===== src/core/tsense_cfg_pkg.sv =====
// Constants, register map and sequencer states of the conversion config bank
package tsense_cfg_pkg;

  // Register command bytes
  localparam logic [7:0] ADDR_MAIN_CFG = 8'h03;
  localparam logic [7:0] ADDR_CONV_RATE = 8'h04;
  localparam logic [7:0] ADDR_CHAN_EN = 8'h05;
  localparam logic [7:0] ADDR_FILTER = 8'h06;
  localparam logic [7:0] ADDR_ONE_SHOT = 8'h0f;

  // Values after reset
  localparam logic [7:0] MAIN_CFG_RST = 8'h03;
  localparam logic [7:0] CONV_RATE_RST = 8'h02;
  localparam logic [7:0] CHAN_EN_RST = 8'h1f;
  localparam logic [7:0] FILTER_RST = 8'h0f;

  // Field positions in the main configuration register
  localparam int STANDBY_BIT = 6;
  localparam int Q4_BIT = 1;
  localparam int Q3_BIT = 0;
  // Field positions in the filter register
  localparam int F2_LSB = 2;
  localparam int F1_LSB = 0;
  // Fraction bits of a remote low byte that exist only when filtering
  localparam int FRAC_HI = 4;
  localparam int FRAC_LO = 3;

  // Rate codes
  localparam logic [1:0] RATE_CONT = 2'h0;
  localparam logic [1:0] RATE_364MS = 2'h1;
  localparam logic [1:0] RATE_1S = 2'h2;
  localparam logic [1:0] RATE_2S5 = 2'h3;
  // Filter off code
  localparam logic [1:0] FILT_OFF = 2'h0;

  // Channel numbering and the no-channel marker
  localparam int NUM_CHAN = 5;
  localparam logic [2:0] CH_LOCAL = 3'h0;
  localparam logic [2:0] CH_NONE = 3'h7;

  // Clock rate and sequence intervals
  localparam int unsigned CLK_MHZ = 125;
  localparam int unsigned RATE1_TIME_US = 364000;
  localparam int unsigned RATE2_TIME_US = 1000000;
  localparam int unsigned RATE3_TIME_US = 2500000;
  localparam int unsigned RATE1_CYC = RATE1_TIME_US * CLK_MHZ;
  localparam int unsigned RATE2_CYC = RATE2_TIME_US * CLK_MHZ;
  localparam int unsigned RATE3_CYC = RATE3_TIME_US * CLK_MHZ;
  // Width of the interval counter
  localparam int TIMER_W = 29;

  // Sequencer states
  typedef enum logic [1:0] {
    SEQ_IDLE = 2'b00,
    SEQ_CONV = 2'b01,
    SEQ_WAIT = 2'b10
  } seq_e;

endpackage : tsense_cfg_pkg


===== src/core/interval_timer.sv =====
// Down counter that marks the end of a conversion interval
`timescale 1ns/100ps
module interval_timer
  import tsense_cfg_pkg::*;
#(
  parameter int W = TIMER_W
) (
  input wire logic clk,
  input wire logic rst_b,
  input wire logic load,
  input wire logic [W-1:0] limit,
  output logic expired
);

  // Whole state of the timer
  typedef struct packed {
    logic [W-1:0] cnt;
  } tmr_s;

  tmr_s s_r; // Registered state
  tmr_s s_nxt; // Next state

  // Load restarts the interval, otherwise count down to zero and hold
  always_comb begin
    s_nxt = s_r;
    if (load) begin
      s_nxt.cnt = limit - W'(1);
    end else if (s_r.cnt != '0) begin
      s_nxt.cnt = s_r.cnt - W'(1);
    end
  end

  // State register
  always_ff @(posedge clk or negedge rst_b) begin
    if (!rst_b) begin
      s_r <= '0;
    end else begin
      s_r <= s_nxt;
    end
  end

  // Interval over once the count sits at zero
  assign expired = (s_r.cnt == '0);

endmodule : interval_timer


===== src/core/tsense_conv_cfg.sv =====
// Conversion configuration registers and channel sequencer
//
// Notes on behaviour
// - Standby bit stops conversions; one-shot starts one sequence
// - Config bit 1 enables remote 4 queue
// - Config bit 0 enables remote 3 queue
// - Unimplemented register bits always read zero
// - Rate code picks continuous or fixed interval
// - Convert enabled channels, then idle until interval
// - Continuous mode restarts right after sequence end
// - Disabled channels are skipped by the sequencer
// - Timed intervals fixed; continuous period shrinks
// - Channel enables bits 4..0, reset 0x1f
// - Remote 2 filter field in bits 3..2
// - Remote 1 filter in bits 1..0, reset 0x0f
// - Filter off zeroes sixteenth and 32nd bits
// - One-shot write starts sequence, data discarded
`timescale 1ns/100ps
module tsense_conv_cfg
  import tsense_cfg_pkg::*;
#(
  parameter int unsigned INTERVAL1_CYCLES = RATE1_CYC,
  parameter int unsigned INTERVAL2_CYCLES = RATE2_CYC,
  parameter int unsigned INTERVAL3_CYCLES = RATE3_CYC
) (
  input wire logic MCLK,
  input wire logic RST_B,
  input wire logic [7:0] REG_ADDR,
  input wire logic [7:0] REG_WDATA,
  input wire logic REG_WR,
  input wire logic REG_RD,
  output logic [7:0] REG_RDATA,
  output logic REG_RVALID,
  output logic SOFTWARE_STANDBY,
  output logic REMOTE4_QUEUE_ENABLE,
  output logic REMOTE3_QUEUE_ENABLE,
  output logic [1:0] RATE_SELECT,
  output logic [4:0] CONVERT_ENABLE,
  output logic [1:0] REMOTE2_FILTER_MODE,
  output logic [1:0] REMOTE1_FILTER_MODE,
  input wire logic CONV_DONE,
  output logic CONV_START,
  output logic [2:0] CONV_CHANNEL,
  output logic BUSY,
  input wire logic [7:0] REM1_LSB_RAW,
  input wire logic [7:0] REM2_LSB_RAW,
  output logic [7:0] REM1_LSB,
  output logic [7:0] REM2_LSB
);

  // Whole state of the block
  typedef struct packed {
    logic standby; // Software standby
    logic q4; // Remote 4 fault queue enable
    logic q3; // Remote 3 fault queue enable
    logic [1:0] rate; // Rate select
    logic [4:0] ce; // Channel conversion enables
    logic [1:0] f2; // Remote 2 filter mode
    logic [1:0] f1; // Remote 1 filter mode
    logic [7:0] rdata; // Read data
    logic rvalid; // Read data valid
    seq_e st; // Sequencer state
    logic [2:0] chan; // Channel in conversion
    logic start; // Conversion start pulse
    logic busy; // Sequence in progress
    logic [4:0] ce_prev; // Enables as they stood one cycle back
    logic [7:0] lsb1; // Remote 1 low byte as seen by the host
    logic [7:0] lsb2; // Remote 2 low byte as seen by the host
  } state_s;

  // State after reset
  localparam state_s RST_STATE = '{
    standby: MAIN_CFG_RST[STANDBY_BIT],
    q4: MAIN_CFG_RST[Q4_BIT],
    q3: MAIN_CFG_RST[Q3_BIT],
    rate: CONV_RATE_RST[1:0],
    ce: CHAN_EN_RST[4:0],
    f2: FILTER_RST[F2_LSB+1:F2_LSB],
    f1: FILTER_RST[F1_LSB+1:F1_LSB],
    rdata: 8'h00,
    rvalid: 1'b0,
    st: SEQ_IDLE,
    chan: CH_LOCAL,
    start: 1'b0,
    busy: 1'b0,
    ce_prev: CHAN_EN_RST[4:0],
    lsb1: 8'h00,
    lsb2: 8'h00
  };

  state_s s_r; // Registered state
  state_s s_nxt; // Next state
  logic oneshot_wr; // Host write to the one-shot register
  logic tmr_load; // Restart the interval timer
  logic [TIMER_W-1:0] tmr_limit; // Interval length for the current rate
  logic tmr_expired; // Interval has run out

  // Lowest enabled channel at or above a start index
  function automatic logic [2:0] next_en(input logic [4:0] en,
                                         input logic [2:0] from);
    logic [2:0] r;
    r = CH_NONE;
    for (int i = NUM_CHAN - 1; i >= 0; i--) begin
      if (en[i] && (3'(i) >= from)) begin
        r = 3'(i);
      end
    end
    return r;
  endfunction : next_en

  assign oneshot_wr = REG_WR && (REG_ADDR == ADDR_ONE_SHOT);

  // Interval length chosen by the rate field
  always_comb begin
    unique case (s_r.rate)
      RATE_364MS: tmr_limit = TIMER_W'(INTERVAL1_CYCLES);
      RATE_1S: tmr_limit = TIMER_W'(INTERVAL2_CYCLES);
      RATE_2S5: tmr_limit = TIMER_W'(INTERVAL3_CYCLES);
      RATE_CONT: tmr_limit = TIMER_W'(1);
    endcase
  end

  // Timer that fixes the spacing of timed sequences
  interval_timer #(
    .W(TIMER_W)
  ) u_timer (
    .clk(MCLK),
    .rst_b(RST_B),
    .load(tmr_load),
    .limit(tmr_limit),
    .expired(tmr_expired)
  );

  // Register access, sequencer and low-byte masking
  always_comb begin
    logic begin_seq;
    logic [2:0] nx;
    begin_seq = 1'b0;
    nx = CH_NONE;
    tmr_load = 1'b0;
    s_nxt = s_r;
    s_nxt.start = 1'b0;
    s_nxt.rvalid = REG_RD;

    // Read mux, unmapped and write-only addresses read zero
    if (REG_RD) begin
      unique case (REG_ADDR)
        ADDR_MAIN_CFG: s_nxt.rdata = {1'b0, s_r.standby, 4'h0, s_r.q4, s_r.q3};
        ADDR_CONV_RATE: s_nxt.rdata = {6'h00, s_r.rate};
        ADDR_CHAN_EN: s_nxt.rdata = {3'h0, s_r.ce};
        ADDR_FILTER: s_nxt.rdata = {4'h0, s_r.f2, s_r.f1};
        default: s_nxt.rdata = 8'h00;
      endcase
    end

    // Register writes; one-shot data is not kept anywhere
    if (REG_WR) begin
      unique case (REG_ADDR)
        ADDR_MAIN_CFG: begin
          s_nxt.standby = REG_WDATA[STANDBY_BIT];
          s_nxt.q4 = REG_WDATA[Q4_BIT];
          s_nxt.q3 = REG_WDATA[Q3_BIT];
        end
        ADDR_CONV_RATE: begin
          s_nxt.rate = REG_WDATA[1:0];
        end
        ADDR_CHAN_EN: begin
          s_nxt.ce = REG_WDATA[4:0];
        end
        ADDR_FILTER: begin
          s_nxt.f2 = REG_WDATA[F2_LSB+1:F2_LSB];
          s_nxt.f1 = REG_WDATA[F1_LSB+1:F1_LSB];
        end
        default: begin
          // Other addresses store nothing
        end
      endcase
    end

    // Sequencer
    unique case (s_r.st)
      SEQ_IDLE: begin
        if (!s_r.standby || oneshot_wr) begin
          begin_seq = 1'b1;
        end
      end
      SEQ_CONV: begin
        if (CONV_DONE) begin
          nx = next_en(s_r.ce, 3'(s_r.chan + 3'h1));
          if (nx != CH_NONE) begin
            s_nxt.chan = nx;
            s_nxt.start = 1'b1;
          end else if (s_r.standby) begin
            s_nxt.st = SEQ_IDLE;
          end else if (s_r.rate == RATE_CONT) begin
            begin_seq = 1'b1;
          end else begin
            s_nxt.st = SEQ_WAIT;
          end
        end
      end
      SEQ_WAIT: begin
        if (s_r.standby) begin
          s_nxt.st = SEQ_IDLE;
        end else if (tmr_expired) begin
          begin_seq = 1'b1;
        end
      end
      default: begin
        s_nxt.st = SEQ_IDLE;
      end
    endcase

    // Start of a sequence, from the lowest enabled channel
    if (begin_seq) begin
      tmr_load = 1'b1;
      nx = next_en(s_r.ce, CH_LOCAL);
      if (nx != CH_NONE) begin
        s_nxt.st = SEQ_CONV;
        s_nxt.chan = nx;
        s_nxt.start = 1'b1;
      end else if (s_r.standby || (s_r.rate == RATE_CONT)) begin
        s_nxt.st = SEQ_IDLE;
      end else begin
        s_nxt.st = SEQ_WAIT;
      end
    end
    s_nxt.busy = (s_nxt.st == SEQ_CONV);
    // Enables one cycle back, for checking the chosen channel
    s_nxt.ce_prev = s_r.ce;

    s_nxt.lsb1 = {REM1_LSB_RAW[7:5],
                  (s_r.f1 != FILT_OFF) ? REM1_LSB_RAW[FRAC_HI:FRAC_LO] : 2'h0,
                  3'h0};
    s_nxt.lsb2 = {REM2_LSB_RAW[7:5],
                  (s_r.f2 != FILT_OFF) ? REM2_LSB_RAW[FRAC_HI:FRAC_LO] : 2'h0,
                  3'h0};
  end

  // State register
  always_ff @(posedge MCLK or negedge RST_B) begin
    if (!RST_B) begin
      s_r <= RST_STATE;
    end else begin
      s_r <= s_nxt;
    end
  end

  // Outputs straight from the state register
  assign REG_RDATA = s_r.rdata;
  assign REG_RVALID = s_r.rvalid;
  assign SOFTWARE_STANDBY = s_r.standby;
  assign REMOTE4_QUEUE_ENABLE = s_r.q4;
  assign REMOTE3_QUEUE_ENABLE = s_r.q3;
  assign RATE_SELECT = s_r.rate;
  assign CONVERT_ENABLE = s_r.ce;
  assign REMOTE2_FILTER_MODE = s_r.f2;
  assign REMOTE1_FILTER_MODE = s_r.f1;
  assign CONV_START = s_r.start;
  assign CONV_CHANNEL = s_r.chan;
  assign BUSY = s_r.busy;
  assign REM1_LSB = s_r.lsb1;
  assign REM2_LSB = s_r.lsb2;
endmodule : tsense_conv_cfg


===== config.mk =====
export PLATFORM = sky130hd
export DESIGN_NAME = tsense_conv_cfg
export DESIGN_NICKNAME = d
export VERILOG_FILES = /design/src/core/tsense_cfg_pkg.sv /design/src/core/interval_timer.sv /design/src/core/tsense_conv_cfg.sv
export SDC_FILE = /design/constraint.sdc
export NUM_CORES = 1
export LEC_CHECK = 0
export CORE_MARGIN = 4
export CORE_UTILIZATION = 45
export CTS_CLUSTER_DIAMETER = 100
export DETAILED_ROUTE_END_ITERATION = 8
export DONT_BUFFER_PORTS = 1
export GPL_TIMING_DRIVEN = 0
export SLEW_MARGIN = 20
export SYNTH_ARGS = -nofsm -noshare
export SYNTH_HDL_FRONTEND = slang
export SYNTH_SLANG_ARGS = --single-unit

===== constraint.sdc =====
create_clock -name MCLK -period 5.8 [get_ports MCLK]
set_input_delay 1.16 -clock MCLK [delete_from_list [all_inputs] [get_ports MCLK]]
set_output_delay 1.16 -clock MCLK [all_outputs]
set_load 0.005 [all_outputs]

# After elaboration in Yosys (flattened, before gate mapping)

Cells that the tools add are included.
Widths: inputs -> output; s select.

Reductions and logical operators: 20
$add $sub $neg: 3
Equality and inequality tests: 13
Muxes and demuxes: 40
Order comparisons: 5

Operator list:

| kind                  | number |
|---|---|
| $pmux 29 s4           | 1 |
| $mux 29               | 2 |
| $sub 29x1->29 const B | 2 |
| $mux 3                | 11 |
| $logic_not 29->1      | 1 |
| $reduce_bool 29->1    | 1 |
| $pmux 7 s4            | 1 |
| $eq 8x3->1 const B    | 3 |
| $mux 2                | 10 |
| $mux 4                | 3 |
| $mux 6                | 2 |
| $eq 8x2->1 const B    | 1 |
| $eq 8x4->1 const B    | 1 |
| $mux 1                | 8 |
| $reduce_and 2->1      | 4 |
| $eq 2x1->1 const B    | 3 |
| $eq 2x2->1 const B    | 3 |
| $ge 1x3->1 const A    | 2 |
| $ge 2x3->1 const A    | 2 |
| $logic_and 1x1->1     | 6 |
| $ne 3x3->1 const B    | 2 |
| $pmux 2 s3            | 1 |
| $reduce_bool 2->1     | 3 |
| $logic_not 2->1       | 2 |
| other kinds (5)       | 6 |

Logic and storage cells: 97
Output and inout port bits: 44
Register bits after elaboration: 69

# Longest topological paths before layout

Word-level depth: 19
Depth in mapped cells: 16
Depth with buffers taken out: 14

# By module

Synthesis repeated with hierarchy kept, for this count alone.

Cells, all modules: 460
Area total of the unflattened synthesis: 4513.1 µm²

By module, submodules not included:

| module          | area each (µm²) | sequential area each (µm²) | cells an instance | instances |
|---|---|---|---|---|
| tsense_conv_cfg | 2309.7          | 965.9                      | 216               | 1 |
| interval_timer  | 2203.4          | 725.7                      | 244               | 1 |

# Worst setup path after synthesis

Ideal clock, no wire load.

Path type: input port to flip-flop
Start point: in REG_ADDR[5]
End point: reg u_timer.s_r[22] in the netlist's numbering
Path slack: 1.548 ns
Required time: 5.731 ns
Cell stages on the path: 14
Path buffers: 2
Setup time: 0.069 ns
Arrival: 4.183 ns
Path through: nor4_1 nand4_1 a211oi_2 nor3_4 buf_2 buf_1 nand2_1 ha_1 and4_1 nand2_1 or3_1 mux2i_2 or4b_1 nand3_1

Cells in the longest elaborated chain, start to end: 7
Elaborated cells on any way between the ends: 8

RTL lines:

| what                                                | RTL line               | source |
|---|---|---|
| from (decl)                                         | tsense_conv_cfg.sv:28  | `input wire logic [7:0] REG_ADDR,` |
| $eq 8x4->1 *                                        | tsense_conv_cfg.sv:111 | `assign oneshot_wr = REG_WR && (REG_ADDR == ADDR_ONE_SHOT);` |
| $logic_and 1x1->1 *                                 | tsense_conv_cfg.sv:111 |  |
| $logic_or 1x1->1 *                                  | tsense_conv_cfg.sv:183 | `if (!s_r.standby \|\| oneshot_wr) begin` |
| $mux 1 *                                            | tsense_conv_cfg.sv:183 |  |
| $pmux 1 s3 *                                        | tsense_conv_cfg.sv:181 | `unique case (s_r.st)` |
| $mux 1 *                                            | tsense_conv_cfg.sv:215 | `if (begin_seq) begin` |
| $mux 29 / $reduce_bool 2->1 (equally long branches) | -                      |  |
| to (signal assigned)                                | interval_timer.sv:38   | `s_r <= s_nxt;` |
| to (decl)                                           | interval_timer.sv:20   | `tmr_s s_r;` |

Mark *: on every way between the ends. The rest lies on a longest branch, timed or not.
A chain may end at the register's enable or synchronous reset.

# Worst setup path in the final report

Start point: in REG_ADDR[5]
End point: reg u_timer.s_r[26] in the netlist's numbering

The elaborated chain is that of the path after synthesis.

==> flow_summary.toml <==
[layout]
mostFrequentLayoutCell = "dfrtp_1"
highest_count_cells_in_the_layout_ignoring_fill_and_taps = "dfrtp_1 (55), buf_4 (38), nor2_1 (36)"
nets = 495
num-fill-cells = 819
antenna_cells = 0
drive_above_1_share = 0.229
postLayoutCellArea_um2 = 4470
area_growth_pct = 8.37

[timing]
period_needed_ns = 4.93
setup-tns-final_ns = 0
worst_slew_pin_slew_ns = 0.845
clock-skew-final_ns = 0.0113
achievable-frequency_mhz = 203
slew_headroom = 0.431
fin_hold_ws_ns = 0.488
rsz0062_at_grt = "false"
finalCritPeriodShare = 0.850
report.final.setup_viol = 0
final-max-slew-violation-count = 0
report.final.hold_viol_count = 0

[critical_path]
timing.critical_path.required_ns = 6.01
r2r_worst_path_depth = 15
worstSetupStartpointType = "primary input"
setup_slack_of_the_worst_register_to_register_path_ns = 0.92
worstSetupEndpointType = "flop"
crit_path_max_fanout = 10
type_of_the_setup_path_with_the_least_slack = "in2reg"
critical_path.reg2reg.startpoint = "CONV_CHANNEL[0]"
critical_path.reg2reg.endpoint = "u_timer.s_r[26]"
cp.arrival_ns = 5.14

[hold_path]
timing.hold.worst.class = "in2async"

[cts]
numClockSinks = 67
hold_buffers = 0
worst_setup_hold_path_clk_slew_ns = 0.09
tritoncts = "done"
post_cts.repair.setup_buffers = 0
clock_path_buffers = 2
h-tree-depth = 3
clock_tree.root_cell = "clkbuf_8"
cts-resized-gates = 0
cts_bufs_inserted = 9
worstSkewPairLatency_ns = 0.35

[synthesis]
yosys.area.top_type_share = 0.333
synth_flop_cell = "dfrtp_1"
top_area_cells_in_the_synthesized_netlist = "dfrtp_1 (33%), dfstp_2 (7.6%), buf_4 (6.9%)"
synth-edff-count = 0
seq_total_area_yosys = 0.410
postSynthAreaPerCell_um2 = 9.58
synthDominantAreaCellType = "dfrtp_1"
synth.cell_area_um2 = 4130
syn_inst = 431
ys_ff_latch = 67
synth.lib_cells_used.distinct = 71
fraction_of_registers_with_async_set_reset = 1.00
yosys_warnings = 0

[drt]
wl_per_cell_um = 18.4
firstDrtPassIters = 5
detailroute.via_count = 3323
drt_iter0_markers = 184
detail-route-antenna-nets = 0
detail_route.wirelength_um = 10400
route.detailed.drc = 0
via_per_inst = 5.91

[floorplan]
initial_utilization = 0.469
io_pins = 81
die_height_um = 104
die_area_um2 = 10800
num_rows = 34
die_x_um = 104
core_region_area_um2 = 8810

[placement]
io_buffer_count = 0
post-dp-hpwl_um = 7520
detailed_place.area_um2 = 4290
finalWeightedCongestion = 0.893

[grt]
first_global_vias = 3465
grt_first_pass_wirelength_um = 17600
global_route.usage.total = 0.201
antenna_violations_before_repair = 0
grt_start_max_net_pins = 68
globalRoute.totalOverflow = 0

[power_and_ir_drop]
p_leak_nw = 1.91
worst_ir_drop_vdd_uv = 201
cellPowerDensity_nw_per_um2 = 431

[run_status]
outcome = "complete, no violations"

[job]
reported_max_cap_violation_count = 0
-- power breakdown --
part           switching (W)  total, W  internal, W
Combinational       0.000504  0.000847     0.000344
Clock               0.000212  0.000374     0.000162
Sequential          0.000126  0.000707     0.000581
-- registers in the layout, summed over array words and instances (netlist names) --
signal	cells
BUSY	1
CONVERT_ENABLE	5
CONV_CHANNEL	3
CONV_START	1
RATE_SELECT	2
REG_RDATA	6
REG_RVALID	1
REM1_LSB	5
REM2_LSB	5
REMOTE1_FILTER_MODE	2
REMOTE2_FILTER_MODE	2
REMOTE3_QUEUE_ENABLE	1
REMOTE4_QUEUE_ENABLE	1
SOFTWARE_STANDBY	1
s_r	2
u_timer.s_r	29
-- logic make-up (layout without fill, tap and decap cells) --
| kind of cell | count (synthesis) | count (layout) | synth area share |
|---|---|---|---|
| other cells | 1 | 8 | 0.000908 |
| flops | 67 | 67 | 0.410 |
| compound gates | 99 | 99 | 0.166 |
| mux | 23 | 23 | 0.0609 |
| fa+ha+maj | 9 | 9 | 0.0273 |
| xor+xnor | 19 | 19 | 0.0403 |
| simple gates | 148 | 148 | 0.199 |
| buf+inv | 65 | 81 | 0.0958 |
-- synth_stat cells (all sizes together) (11+ instances only) --
cell type  count
a21oi         18
buf           47
dfrtp         55
dfstp         12
inv           15
mux2          14
nand2         32
nand3         14
nor2          36
nor3          11
nor4          11
o21ai         21
-- layout make-up --
type	count	area [um2]	area share
Multi-Input combinational cell	306	2070	0.462
Tap cell	108	135	0.0302
Sequential cell	67	1690	0.378
Inverter	15	56.3	0.0126
Clock buffer	9	124	0.0277
Buffer	50	339	0.0758
Clock inverter	7	60.1	0.0134
-- stage by stage --
stage | utilization | std cells | total power (W) | setup slack (ns)
2_1_floorplan | - | 438 | 0.00135 | 1.55
3_3_place_gp | 0.487 | 546 | 0.00153 | 0.591
3_5_place_dp | 0.487 | 546 | 0.00155 | 0.537
4_1_cts | 0.508 | 562 | 0.00194 | 0.905
5_1_grt | 0.508 | 562 | 0.00209 | 0.494
6_report | 0.508 | 562 | 0.00193 | 0.867
-- worst max-delay path by stage --
stage           startpoint               to  depth (start not counted)
2_1_floorplan  REG_ADDR[5]  u_timer.s_r[22]                         14
3_3_place_gp   REG_ADDR[5]  u_timer.s_r[26]                         14
3_5_place_dp   REG_ADDR[5]  u_timer.s_r[26]                         14
4_1_cts        REG_ADDR[5]  u_timer.s_r[26]                         14
5_1_grt        REG_ADDR[5]  u_timer.s_r[26]                         14
6_report       REG_ADDR[5]  u_timer.s_r[26]                         14
-- critical path: stages --
cell and delay [ns]:
nor4_1 0.41, nand4_1 0.25, a211oi_2 0.48, nor3_4 0.16
buf_2 0.24, buf_1 0.33, nand2_1 0.16, ha_1 0.31
and4_1 0.32, nand2_1 0.12, or4_1 0.44, mux2i_1 0.45
and2_1 0.20, o211ai_1 0.09
-- layer usage --
layer | wire, um | track usage | vias up
li1 | - | - | 1578
met5 | 0 | 0 | -
met1 | 4520 | 0.259 | 1628
met3 | 609 | 0.0454 | 14
met2 | 5100 | 0.336 | 103
met4 | 135 | 0.0608 | 0
(Power assumes the default switching activity.)
